## config.mk

```make
export PLATFORM = sky130hd
export DESIGN_NAME = pmbus_slave_transfer_fsm
export DESIGN_NICKNAME = d
export VERILOG_FILES = /design/src/shared/pmbus_xfer_pkg.sv /design/src/design/pmbus_slave_transfer_fsm.sv
export SDC_FILE = /design/constraint.sdc
export NUM_CORES = 1
export LEC_CHECK = 0
export BUFFER_PORTS_ARGS = -buffer_cell sky130_fd_sc_hd__buf_4
export CORE_MARGIN = 4
export CORE_UTILIZATION = 40
export DETAILED_ROUTE_END_ITERATION = 8
export HOLD_SLACK_MARGIN = 0.1
export PLACE_DENSITY = 0.73
export SLEW_MARGIN = 10
export SYNTH_ARGS = -nofsm -noshare
export SYNTH_HDL_FRONTEND = slang
export SYNTH_SLANG_ARGS = --single-unit
```

## constraint.sdc

```tcl
create_clock -name clk -period 4.9 [get_ports clk]
set_clock_uncertainty 0.05 [all_clocks]
set_input_delay 0.245 -clock clk [delete_from_list [all_inputs] [get_ports clk]]
set_output_delay 0.245 -clock clk [all_outputs]
set_load 0.02 [all_outputs]
```

## src/shared/pmbus_xfer_pkg.sv

```systemverilog
// Package with constants, states and carriers for the PMBus slave transfer state machine.
package pmbus_xfer_pkg;

  // ****************************************************************
  // Sizes and codes
  // ****************************************************************
  localparam int        LEN_W          = 8;
  localparam logic [7:0] RX_ARM_LEN    = 8'h23;  // Block write maximum of 35 bytes.
  localparam logic [7:0] SKIP_LIMIT    = 8'h01;
  localparam logic [1:0] ERR_ARBITRATION = 2'h1;
  localparam logic [1:0] ERR_NACK        = 2'h2;
  localparam logic [1:0] ERR_UNEXPECTED  = 2'h3;

  // ****************************************************************
  // States and carriers
  // ****************************************************************
  typedef enum logic [6:0] {
    ST_WAIT_START = 7'h01,
    ST_RX_DATA    = 7'h02,
    ST_RX_STOP    = 7'h04,
    ST_TX_DATA    = 7'h08,
    ST_TX_END     = 7'h10,
    ST_TX_STOP    = 7'h20
  } xfer_state_e;

  typedef struct packed {
    logic startSeen;     // Start condition detected.
    logic stopSeen;      // Stop condition detected.
    logic rxFull;        // Receive buffer full.
    logic txEmpty;       // Transmit buffer empty.
    logic txEnd;         // Transmit end.
    logic nack;          // NACK detected.
    logic arbLost;       // Arbitration lost.
    logic timeout;       // Bus timeout, ignored here.
  } bus_evt_s;

  typedef struct packed {
    logic       rxNotify;
    logic       rxEnd;
    logic       txNotify;
    logic       txDone;
    logic       startNotify;
    logic       errValid;
    logic [1:0] errCode;
  } notify_s;

endpackage

```

## src/design/pmbus_slave_transfer_fsm.sv

```systemverilog
// Transfer state machine of a PMBus slave between bus events and the upper layer.
`timescale 1ns/10ps
module pmbus_slave_transfer_fsm
  import pmbus_xfer_pkg::*;
#(
  parameter int LW = LEN_W
) (
  input  wire logic          clk,
  input  wire logic          sys_rst,
  input  wire bus_evt_s      busEvt,
  input  wire logic          startSeenFlag,
  input  wire logic          stopSeenFlag,
  input  wire logic          sendReq,
  input  wire logic          recvReq,
  input  wire logic [LW-1:0] reqLen,
  input  wire logic          araMode,
  output logic               dirTx,
  output logic [LW-1:0]      byteCount,
  output logic [LW-1:0]      skipCount,
  output logic [6:0]         stateOut,
  output logic               rxArm,
  output logic               txArm,
  output notify_s            notify
);

  // ****************************************************************
  // State and counters
  // ****************************************************************
  xfer_state_e   state_r;
  logic [LW-1:0] len_r;
  logic [LW-1:0] remain;

  assign remain = len_r - byteCount;

  // True when the byte about to be counted completes the requested length.
  function automatic logic lastByte(input logic [LW-1:0] count, input logic [LW-1:0] limit);
    return (count + 1'b1) == limit;
  endfunction

  // Outputs expose state directly from flip-flops.
  always_ff @(posedge clk) begin
    if (sys_rst) begin
      stateOut <= 7'h01;
    end else begin
      stateOut <= state_r;
    end
  end

  // Main sequencing; requests win over every bus event.
  always_ff @(posedge clk) begin
    if (sys_rst) begin
      state_r   <= ST_WAIT_START;
      dirTx     <= 1'b0;
      len_r     <= LW'(RX_ARM_LEN);
      byteCount <= '0;
      skipCount <= '0;
      rxArm     <= 1'b0;
      txArm     <= 1'b0;
      notify    <= '0;
    end else begin
      notify <= '0;
      rxArm  <= 1'b0;
      txArm  <= 1'b0;
      if (sendReq || recvReq) begin
        state_r   <= ST_WAIT_START;
        dirTx     <= sendReq;
        len_r     <= reqLen;
        byteCount <= '0;
        skipCount <= '0;
      end else begin
        // No branch decodes the bus timeout pulse; an outer monitor owns timeouts.
        unique case (state_r)
          ST_WAIT_START: begin
            if (busEvt.startSeen) begin
              state_r <= dirTx ? ST_TX_DATA : ST_RX_DATA;
              notify.startNotify <= 1'b1;
            end
          end
          ST_RX_DATA: begin
            if (busEvt.stopSeen) begin
              state_r       <= ST_WAIT_START;
              notify.rxEnd  <= 1'b1;
              rxArm         <= 1'b1;
              len_r         <= LW'(RX_ARM_LEN);
              byteCount     <= '0;
            end else if (busEvt.txEmpty && startSeenFlag) begin
              notify.txNotify <= 1'b1;
              dirTx           <= 1'b1;
              state_r         <= ST_TX_DATA;
              byteCount       <= '0;
            end else if (busEvt.rxFull) begin
              byteCount <= byteCount + 1'b1;
              if (skipCount < LW'(SKIP_LIMIT)) begin
                notify.rxNotify <= 1'b1;
              end
              if (lastByte(byteCount, len_r)) begin
                state_r         <= ST_RX_STOP;
                notify.rxNotify <= 1'b1;
              end
            end else if (busEvt.arbLost) begin
              notify.errValid <= 1'b1;
              notify.errCode  <= ERR_ARBITRATION;
            end else if (busEvt.nack) begin
              notify.errValid <= 1'b1;
              notify.errCode  <= ERR_NACK;
            end
          end
          ST_RX_STOP: begin
            if (busEvt.stopSeen) begin
              state_r      <= ST_WAIT_START;
              notify.rxEnd <= 1'b1;
              rxArm        <= 1'b1;
              len_r        <= LW'(RX_ARM_LEN);
              byteCount    <= '0;
            end else if (busEvt.arbLost) begin
              notify.errValid <= 1'b1;
              notify.errCode  <= ERR_ARBITRATION;
            end else if (busEvt.nack) begin
              notify.errValid <= 1'b1;
              notify.errCode  <= ERR_NACK;
            end else if (busEvt.rxFull) begin
              notify.errValid <= 1'b1;
              notify.errCode  <= ERR_UNEXPECTED;
            end
          end
          ST_TX_DATA, ST_TX_END, ST_TX_STOP: begin
            if (busEvt.nack) begin
              if (remain == '0) begin
                state_r <= ST_TX_STOP;
              end else begin
                notify.txDone   <= 1'b1;
                notify.errValid <= 1'b1;
                notify.errCode  <= ERR_NACK;
                rxArm           <= ~araMode;
                txArm           <= araMode;
              end
            end else if (busEvt.arbLost) begin
              notify.errValid <= 1'b1;
              notify.errCode  <= ERR_ARBITRATION;
            end else if (state_r == ST_TX_DATA) begin
              if (busEvt.stopSeen) begin
                state_r <= ST_WAIT_START;
              end else if (busEvt.txEmpty) begin
                if (remain == '0) begin
                  state_r <= ST_TX_END;
                end else begin
                  byteCount <= byteCount + 1'b1;
                end
              end
            end else if (state_r == ST_TX_END) begin
              if (busEvt.txEnd) begin
                state_r <= ST_TX_STOP;
              end else if (busEvt.startSeen || busEvt.stopSeen) begin
                notify.errValid <= 1'b1;
                notify.errCode  <= ERR_UNEXPECTED;
              end
            end else if (busEvt.stopSeen) begin
              notify.txDone <= 1'b1;
              rxArm         <= ~araMode;
              txArm         <= araMode;
            end
          end
        endcase
      end
    end
  end

  // ****************************************************************
  // Checks
  // ****************************************************************
  chk_rx_stop_rearm: assert property (@(posedge clk) disable iff (sys_rst)
    (state_r == ST_RX_DATA && busEvt.stopSeen && !sendReq && !recvReq)
      |=> (state_r == ST_WAIT_START && notify.rxEnd && rxArm))
    else $error("Receive stop did not re-arm.");
  chk_rx_full_stop: assert property (@(posedge clk) disable iff (sys_rst)
    (state_r == ST_RX_STOP && busEvt.stopSeen && !sendReq && !recvReq) |=> rxArm && notify.rxEnd)
    else $error("Full receive stop did not re-arm.");
  chk_rx_len_reach: assert property (@(posedge clk) disable iff (sys_rst)
    (state_r == ST_RX_DATA && busEvt.rxFull && !busEvt.stopSeen && !(busEvt.txEmpty && startSeenFlag)
     && !sendReq && !recvReq && lastByte(byteCount, len_r)) |=> state_r == ST_RX_STOP && notify.rxNotify)
    else $error("Length reached without receive stop.");
  chk_restart_tx: assert property (@(posedge clk) disable iff (sys_rst)
    (state_r == ST_RX_DATA && busEvt.txEmpty && startSeenFlag && !busEvt.stopSeen && !sendReq && !recvReq)
      |=> dirTx && state_r == ST_TX_DATA && notify.txNotify)
    else $error("Repeated start did not switch to transmit.");
  chk_req_return: assert property (@(posedge clk) disable iff (sys_rst)
    (sendReq || recvReq) |=> state_r == ST_WAIT_START && dirTx == $past(sendReq))
    else $error("Request did not return to wait.");
  chk_nack_code: assert property (@(posedge clk) disable iff (sys_rst)
    (state_r == ST_TX_DATA && busEvt.nack && remain != '0 && !sendReq && !recvReq)
      |=> notify.errValid && notify.errCode == ERR_NACK && notify.txDone)
    else $error("NACK with bytes left not reported.");
  chk_nack_stop: assert property (@(posedge clk) disable iff (sys_rst)
    (state_r == ST_TX_DATA && busEvt.nack && remain == '0 && !sendReq && !recvReq) |=> state_r == ST_TX_STOP)
    else $error("NACK at end did not go to send-stop.");
  chk_tx_rearm: assert property (@(posedge clk) disable iff (sys_rst)
    notify.txDone |-> (rxArm == !$past(araMode)) && (txArm == $past(araMode)))
    else $error("Transmit end re-arm mode wrong.");
  chk_empty_end: assert property (@(posedge clk) disable iff (sys_rst)
    (state_r == ST_TX_DATA && busEvt.txEmpty && remain == '0 && !busEvt.nack && !busEvt.arbLost
     && !busEvt.stopSeen && !sendReq && !recvReq) |=> state_r == ST_TX_END)
    else $error("Empty buffer did not advance to send-end.");
  chk_unexp_hold: assert property (@(posedge clk) disable iff (sys_rst)
    (state_r == ST_TX_END && busEvt.startSeen && !busEvt.txEnd && !busEvt.nack && !busEvt.arbLost
     && !sendReq && !recvReq) |=> state_r == ST_TX_END && notify.errCode == ERR_UNEXPECTED)
    else $error("Unexpected event changed state.");

  // ****************************************************************
  // Further checks on posture, counting and error reporting
  // ****************************************************************

  // Reset leaves the machine idle in receive with no pulses.
  chk_reset_idle: assert property (@(posedge clk)
    sys_rst
      |=> state_r == ST_WAIT_START && !dirTx && notify == '0)
    else $error("Reset did not leave the idle receive posture.");

  // The state output follows the internal state one cycle later.
  chk_state_mirror: assert property (@(posedge clk) disable iff (sys_rst)
    1'b1
      |=> stateOut == $past(state_r))
    else $error("State output does not follow the state.");

  // A one-hot state register never takes the unused seventh one-hot code 7'h40.
  chk_onehot_state: assert property (@(posedge clk) disable iff (sys_rst)
    $onehot(state_r)
      |-> state_r != 7'h40)
    else $error("State left the one-hot set.");

  // A request loads its length and clears the byte count.
  chk_len_load: assert property (@(posedge clk) disable iff (sys_rst)
    (sendReq || recvReq)
      |=> len_r == $past(reqLen) && byteCount == '0)
    else $error("Request length not loaded.");

  // A start while armed for receive enters receive-data.
  chk_start_rx: assert property (@(posedge clk) disable iff (sys_rst)
    (state_r == ST_WAIT_START && busEvt.startSeen && !dirTx && !sendReq && !recvReq)
      |=> state_r == ST_RX_DATA && notify.startNotify)
    else $error("Start did not enter receive-data.");

  // A start while armed for transmit enters send-data.
  chk_start_tx: assert property (@(posedge clk) disable iff (sys_rst)
    (state_r == ST_WAIT_START && busEvt.startSeen && dirTx && !sendReq && !recvReq)
      |=> state_r == ST_TX_DATA && notify.startNotify)
    else $error("Start did not enter send-data.");

  // Every counted byte below the skip limit gives a receive notification.
  chk_rx_byte_note: assert property (@(posedge clk) disable iff (sys_rst)
    (state_r == ST_RX_DATA && busEvt.rxFull && !busEvt.stopSeen && !(busEvt.txEmpty && startSeenFlag)
     && skipCount < LW'(SKIP_LIMIT) && !sendReq && !recvReq) |=> notify.rxNotify && byteCount == $past(byteCount) + 1'b1)
    else $error("Received byte not notified or counted.");

  // A repeated start restarts the count for the transmit phase.
  chk_restart_note: assert property (@(posedge clk) disable iff (sys_rst)
    (state_r == ST_RX_DATA && busEvt.txEmpty && startSeenFlag && !busEvt.stopSeen && !sendReq && !recvReq)
      |=> notify.txNotify && byteCount == '0)
    else $error("Repeated start did not raise the send event.");

  // Every receive-end re-arm restores the full block length.
  chk_rx_arm_len: assert property (@(posedge clk) disable iff (sys_rst)
    (rxArm && notify.rxEnd)
      |-> len_r == LW'(RX_ARM_LEN) && byteCount == '0)
    else $error("Receive re-arm lost the full length.");

  // A stray byte after the last one keeps receive-stop and reports an error.
  chk_rx_stop_unexp: assert property (@(posedge clk) disable iff (sys_rst)
    (state_r == ST_RX_STOP && busEvt.rxFull && !busEvt.stopSeen && !busEvt.arbLost && !busEvt.nack
     && !sendReq && !recvReq) |=> state_r == ST_RX_STOP && notify.errValid && notify.errCode == ERR_UNEXPECTED)
    else $error("Stray byte in receive-stop not reported.");

  // A lone timeout pulse changes nothing.
  chk_timeout_ignore: assert property (@(posedge clk) disable iff (sys_rst)
    ($onehot(busEvt) && busEvt.timeout && !sendReq && !recvReq)
      |=> $stable(state_r) && notify == '0 && !rxArm && !txArm)
    else $error("Timeout pulse was acted on.");

  // Arbitration loss while transmitting is reported and keeps the state.
  chk_arb_code_tx: assert property (@(posedge clk) disable iff (sys_rst)
    ((state_r == ST_TX_DATA || state_r == ST_TX_END || state_r == ST_TX_STOP) && busEvt.arbLost && !busEvt.nack
     && !sendReq && !recvReq) |=> $stable(state_r) && notify.errValid && notify.errCode == ERR_ARBITRATION)
    else $error("Arbitration loss not reported.");

  // Each emptied buffer with bytes left counts one sent byte.
  chk_tx_count: assert property (@(posedge clk) disable iff (sys_rst)
    (state_r == ST_TX_DATA && busEvt.txEmpty && remain != '0 && !busEvt.nack && !busEvt.arbLost
     && !busEvt.stopSeen && !sendReq && !recvReq) |=> byteCount == $past(byteCount) + 1'b1)
    else $error("Sent byte not counted.");

  // A stop in send-stop reports transmit end with exactly one re-arm.
  chk_tx_stop_done: assert property (@(posedge clk) disable iff (sys_rst)
    (state_r == ST_TX_STOP && busEvt.stopSeen && !busEvt.nack && !busEvt.arbLost && !sendReq && !recvReq)
      |=> notify.txDone && (rxArm != txArm))
    else $error("Transmit end at stop not reported.");

  // The two re-arm pulses never rise together.
  chk_arm_exclusive: assert property (@(posedge clk) disable iff (sys_rst)
    rxArm
      |-> !txArm)
    else $error("Both re-arm pulses raised.");

  cov_rx_done:  cover property (@(posedge clk) state_r == ST_RX_STOP ##[1:40] notify.rxEnd);
  cov_restart:  cover property (@(posedge clk) state_r == ST_RX_DATA ##1 state_r == ST_TX_DATA);
  cov_tx_done:  cover property (@(posedge clk) notify.txDone);
  cov_arb:      cover property (@(posedge clk) notify.errCode == ERR_ARBITRATION);
  cov_nack:     cover property (@(posedge clk) notify.txDone && notify.errCode == ERR_NACK);

endmodule

```

# == Word level (Yosys, flattened, before mapping) ==
# Index checks and enable logic that the tools add are counted.
# word_totals
register_bits,41
in_bits,23
word_cells,140
# classes
addsub,2
n_eq_ne,24
n_mux,73
bitwise,6
n_reduce_logical,21
# op_table
op,count
$mux 7,15
$mux 8,13
$mux 3,16
$pmux 7 s4,1
$mux 1,24
$pmux 8 s3,1
$ne 4x4->1 const B,5
$ne 2x2->1 const B,8
$reduce_or 3->1,4
$reduce_and 10->1,1
$pmux 3 s3,1
$reduce_and 9->1,1
$add 8x1->8 const B,1
$eq 8x8->1,1
$logic_not 8->1,1
$reduce_bool 2->1,4
$sub 8x8->8,1
$eq 7x1->1 const B,1
$eq 7x2->1 const B,1
$eq 7x3->1 const B,1
$eq 7x4->1 const B,1
$eq 7x5->1 const B,1
$eq 7x6->1 const B,1
$ne 3x3->1 const B,2
other kinds (13),20

# == Longest topological paths before layout ==
# depth
depth_word,9
mapped_depth,10
ltp_nobuf,9

# == Worst setup path after synthesis ==
# No wires, ideal clock.
# synth_timing
kind,flip-flop to flip-flop
start,register byteCount[3]
end,register state_r[0]
setup_time_ns,0.120
arrival_time_ns,2.627
t_required_ns,4.730
slack_ns,2.104
stages_incl_launch_ff,11
n_path_buf,1
period_less_slack_ns,2.796
cell_sequence,dfxtp_1 inv_1 ha_1 a21o_1 a21oi_1 a21oi_1 or3_1 a31o_2 o211a_1 buf_6 a211o_1
# synth_via
elab_chain_len,4
elab_cells_between_ends,8
# synth_lines
item,line,source
from (decl),pmbus_slave_transfer_fsm.sv:18,"output logic [LW-1:0] byteCount,"
from (signal assigned),pmbus_slave_transfer_fsm.sv:92,byteCount <= byteCount + 1'b1;
from (signal assigned),pmbus_slave_transfer_fsm.sv:147,byteCount <= byteCount + 1'b1;
$add 8x1->8 / $sub 8x8->8 (equally long branches),"pmbus_slave_transfer_fsm.sv:37, pmbus_slave_transfer_fsm.sv:33",
$eq 8x8->1 / $logic_not 8->1 (equally long branches),"pmbus_slave_transfer_fsm.sv:37, pmbus_slave_transfer_fsm.sv:128, pmbus_slave_transfer_fsm.sv:144",
$ne 4x4->1 (no line) / $ne 3x3->1 (equally long branches),--,
$reduce_and 10->1 (no line) (*),--,
to (signal assigned),pmbus_slave_transfer_fsm.sv:75,state_r <= dirTx ? ST_TX_DATA : ST_RX_DATA;
to (decl),pmbus_slave_transfer_fsm.sv:29,xfer_state_e state_r;
# Mark *: on every way between the ends. The rest lies on a longest branch, timed or not.
# A chain may end at the register's enable or synchronous reset.

# == Worst setup path in the final report ==
# layout_timing
start,register byteCount[3]
end,register byteCount[0]
# layout_via
elab_chain_len,4
# layout_lines
item,line,source
$sub 8x8->8,pmbus_slave_transfer_fsm.sv:33,assign remain = len_r - byteCount;
$logic_not 8->1,pmbus_slave_transfer_fsm.sv:144,if (remain == '0) begin
$ne 2x2->1 (no line),--,
$reduce_and 9->1 (no line),--,
# No other way between the ends.

==> summary.txt <==
Run status
  • Status: complete, no violations

Power
  • Combinational cell fraction of total power: 0.134
  • VDD IR max: 132 uV
  • Clk network pwr share: 0.357
  • Design Power: roughly 0.00065 W
  • Leak: around 1.2 nW
  • NetSw: 0.000184 W
  • Sw Ratio: 0.285
  • Internal power: between 0.0004 and 0.0005 W
  • Sequential power share: 0.509
  • Pwr per Cell Area: between 200 and 250 mW/mm^2

Clock network
  • CTS HTree Levels: 2
  • CTS tree: yes
  • TritonCTS Buffers: 5
  • Clock Latency Late Sink: 0.31 ns
  • Clock-pin slew on the worst setup and hold paths: roughly 0.080 ns
  • Max Buffers Root-to-Sink: 2
  • CTS Sinks: 39
  • CTS root buf: clkbuf_8
  • Post CTS Setup Buffer Count: 0

Yosys
  • YS warnings: 0
  • Mean Syn Cell Area: roughly 8.2 um^2
  • Synthesized flop and latch total: 39
  • Cells after synthesis: 286
  • Main synth FF type: dfxtp_1
  • Post-synth EDFFs: 0
  • Mapped cell area: 0.00233 mm^2
  • Synth async-reset ratio: 0
  • Netlist cell types: 54
  • Seq/Total Area, Yosys: 0.334

Drt
  • Wirelength per Cell: 14.3 um
  • Vias per cell: 5.32
  • Routed WL: 5.70 mm
  • DR vias: 2,119
  • Antenna viol nets, final: 0
  • Drt first pass iters: 4
  • Drt initial violations: 161
  • # DRC: 0

Cells and area
  • # diodes: 0
  • # fillers: 537
  • Post-layout util: 0.496
  • Commonest non-fill, non-tap cell in the layout: buf_4
  • Layout cell share with drive strength beyond 1: 0.199
  • Area Overhead vs Synth: 18.4%
  • Final #Nets: 356
  • Commonest non-fill, non-tap cells in the layout: buf_4 (45), dfxtp_1 (39), nor2_1 (32)

Setup path
  • Most used cell, CP: a21oi_1
  • Worst EP required: 5.05 ns
  • Critical path origin: byteCount[3]
  • CP endpoint kind: flip-flop
  • Worst r2r src: byteCount[3]
  • Worst path slowest cell: o21ai_0
  • WS Path Type: reg2reg
  • Slowest stage delay, CP: 0.44 ns
  • Cell Chain, Critical Path: inv_1, ha_1, a21o_1, a21oi_1, a21oi_1, o21ai_0, a31oi_4, or2_2, a22o_1
  • Critical Path Sink: byteCount[0]
  • WP data arrival: a little over 3 ns
  • FF-to-FF path depth: 9
  • RR Endpoint: byteCount[0]
  • Crit path launch type: flip-flop
  • Worst Path Max Fanout: 13
  • Reg-to-reg setup timing slack: 2.03 ns

Global routing
  • First-pass GRT wire length: 9.74 mm
  • Overflow after GRT: 0
  • GRT Util Overall: 0.166
  • Initial antenna violation count: 0
  • Pin count of the biggest net entering global routing: 19
  • Number of global-route vias before repair: 2,153

Timing
  • Max Slew Vio Count: 0
  • Final Hold Violating Endpoints: 0
  • RSZ-0062 raised after global routing: false
  • Final min period: 2.87 ns
  • Setup TNS: 0 ns
  • Final setup viols: 0
  • Fmax: 0.348 GHz
  • Final worst-path cycle share: 0.586
  • Least-Margin Pin Slew: 0.714 ns
  • Hold Slack: 0.123 ns
  • Relative slew slack: 0.524

Floorplanning
  • Rows: 27
  • Initial core utilization: 0.419
  • Chip width: around 84 um
  • Num ports: 57
  • Floorplan core area: around 0.0056 mm^2
  • Die height: 84.4 um
  • Die area: between 0.007 and 0.008 mm^2

Placement
  • PortBufs: 45
  • Final HPWL DP: ~4.3 mm
  • Gpl congestion: 0.934

Min path
  • Hold Path Class: in2reg
  • Hold Crit Start: busEvt[7]

Flow run
  • Max_cap viols: 0
[synth_stat cells (6+ instances only)]
master     n  area [um^2]
ha_1       8          100
inv_1     14         52.6
nand2_1   24         90.1
nor2_1    33          124
nor3_1     9         45.0
dfxtp_1   39          781
buf_4      9         67.6
a21oi_1   10         50.1
nand2b_1   6         37.5
o21ai_0   10         50.1
nor2b_1    8         50.1
xnor2_1   10         87.6
nand3_1    9         45.0
clkbuf_1   8         30.0
[worst min-delay path by stage]
stage | cells after the start | endpoint
6_report | 3 | notify[3]
5_1_grt | 3 | len_r[0]
4_1_cts | 3 | notify[3]
3_5_place_dp | 2 | rxArm
3_3_place_gp | 2 | len_r[0]
2_1_floorplan | 2 | notify[3]
[sequential cells by signal, summed over array words and instances, names as in the netlist]
name / flops
byteCount: 8
dirTx: 1
len_r: 8
notify: 8
rxArm: 1
stateOut: 6
state_r: 6
txArm: 1
[kinds of logic (layout without fill, tap and decap cells)]
logic type / count (synthesis) / after routing / share of synthesized area
compound gates: 70 / 70 / 0.225
xor+xnor: 13 / 13 / 0.0488
fa+ha+maj: 8 / 8 / 0.0429
buf+inv: 36 / 68 / 0.0804
flops: 39 / 39 / 0.334
mux: 5 / 5 / 0.0214
other cells: 1 / 9 / 0.00161
simple gates: 114 / 114 / 0.245
[what timing repair did]
action,CTS,global route
endpoints found under the setup margin,0,0
hold buffers,1,0
hold endpoints to repair,1,0
gates resized for setup,0,0
[stage by stage]
step	cell area [um^2]	cells	setup WS [ns]
6_report	2760	398	2.03
5_1_grt	2760	398	1.90
4_1_cts	2760	398	2.04
3_5_place_dp	2660	389	2.04
3_3_place_gp	2660	389	2.09
2_1_floorplan	2360	294	2.10
[power by group through the flow]
stage	sequential, W	combinational [W]	clock (W)
2_1_floorplan	0.000336	0.0000650	0
3_3_place_gp	0.000336	0.0000835	0
3_5_place_dp	0.000336	0.0000851	0
4_1_cts	0.000329	0.0000862	0.000238
5_1_grt	0.000330	0.0000965	0.000250
6_report	0.000329	0.0000867	0.000230
[worst max-delay path, delay by kind of cell, from the launching register on]
family	cells	cell delay, ns
and+or+nand+nor	1	0.37
buffers and inverters	1	0.12
DFF	1	0.40
adders and majority gates	1	0.36
AOI/OAI and AO/OA	6	1.48
[layer usage]
layer / vias up / part of all wire / track usage / wire length [um]
met5: - / 0 / 0 / 0
met1: 963 / 0.47 / 0.215 / 2690
met2: 72 / 0.44 / 0.262 / 2520
met3: 7 / 0.071 / 0.0442 / 405
li1: 1077 / - / - / -
met4: 0 / 0.014 / 0.0691 / 82
[layout make-up]
cell class | count | area, um^2 | share of cell area
clock buffer | 5 | 68.8 | 0.0249
clock inverter | 3 | 25.0 | 0.00905
inverter | 14 | 52.6 | 0.0190
multi-input combinational | 219 | 1400 | 0.506
sequential | 39 | 781 | 0.282
tap | 72 | 90.1 | 0.0326
timing repair buffer | 46 | 348 | 0.126
(Power assumes the default switching activity.)
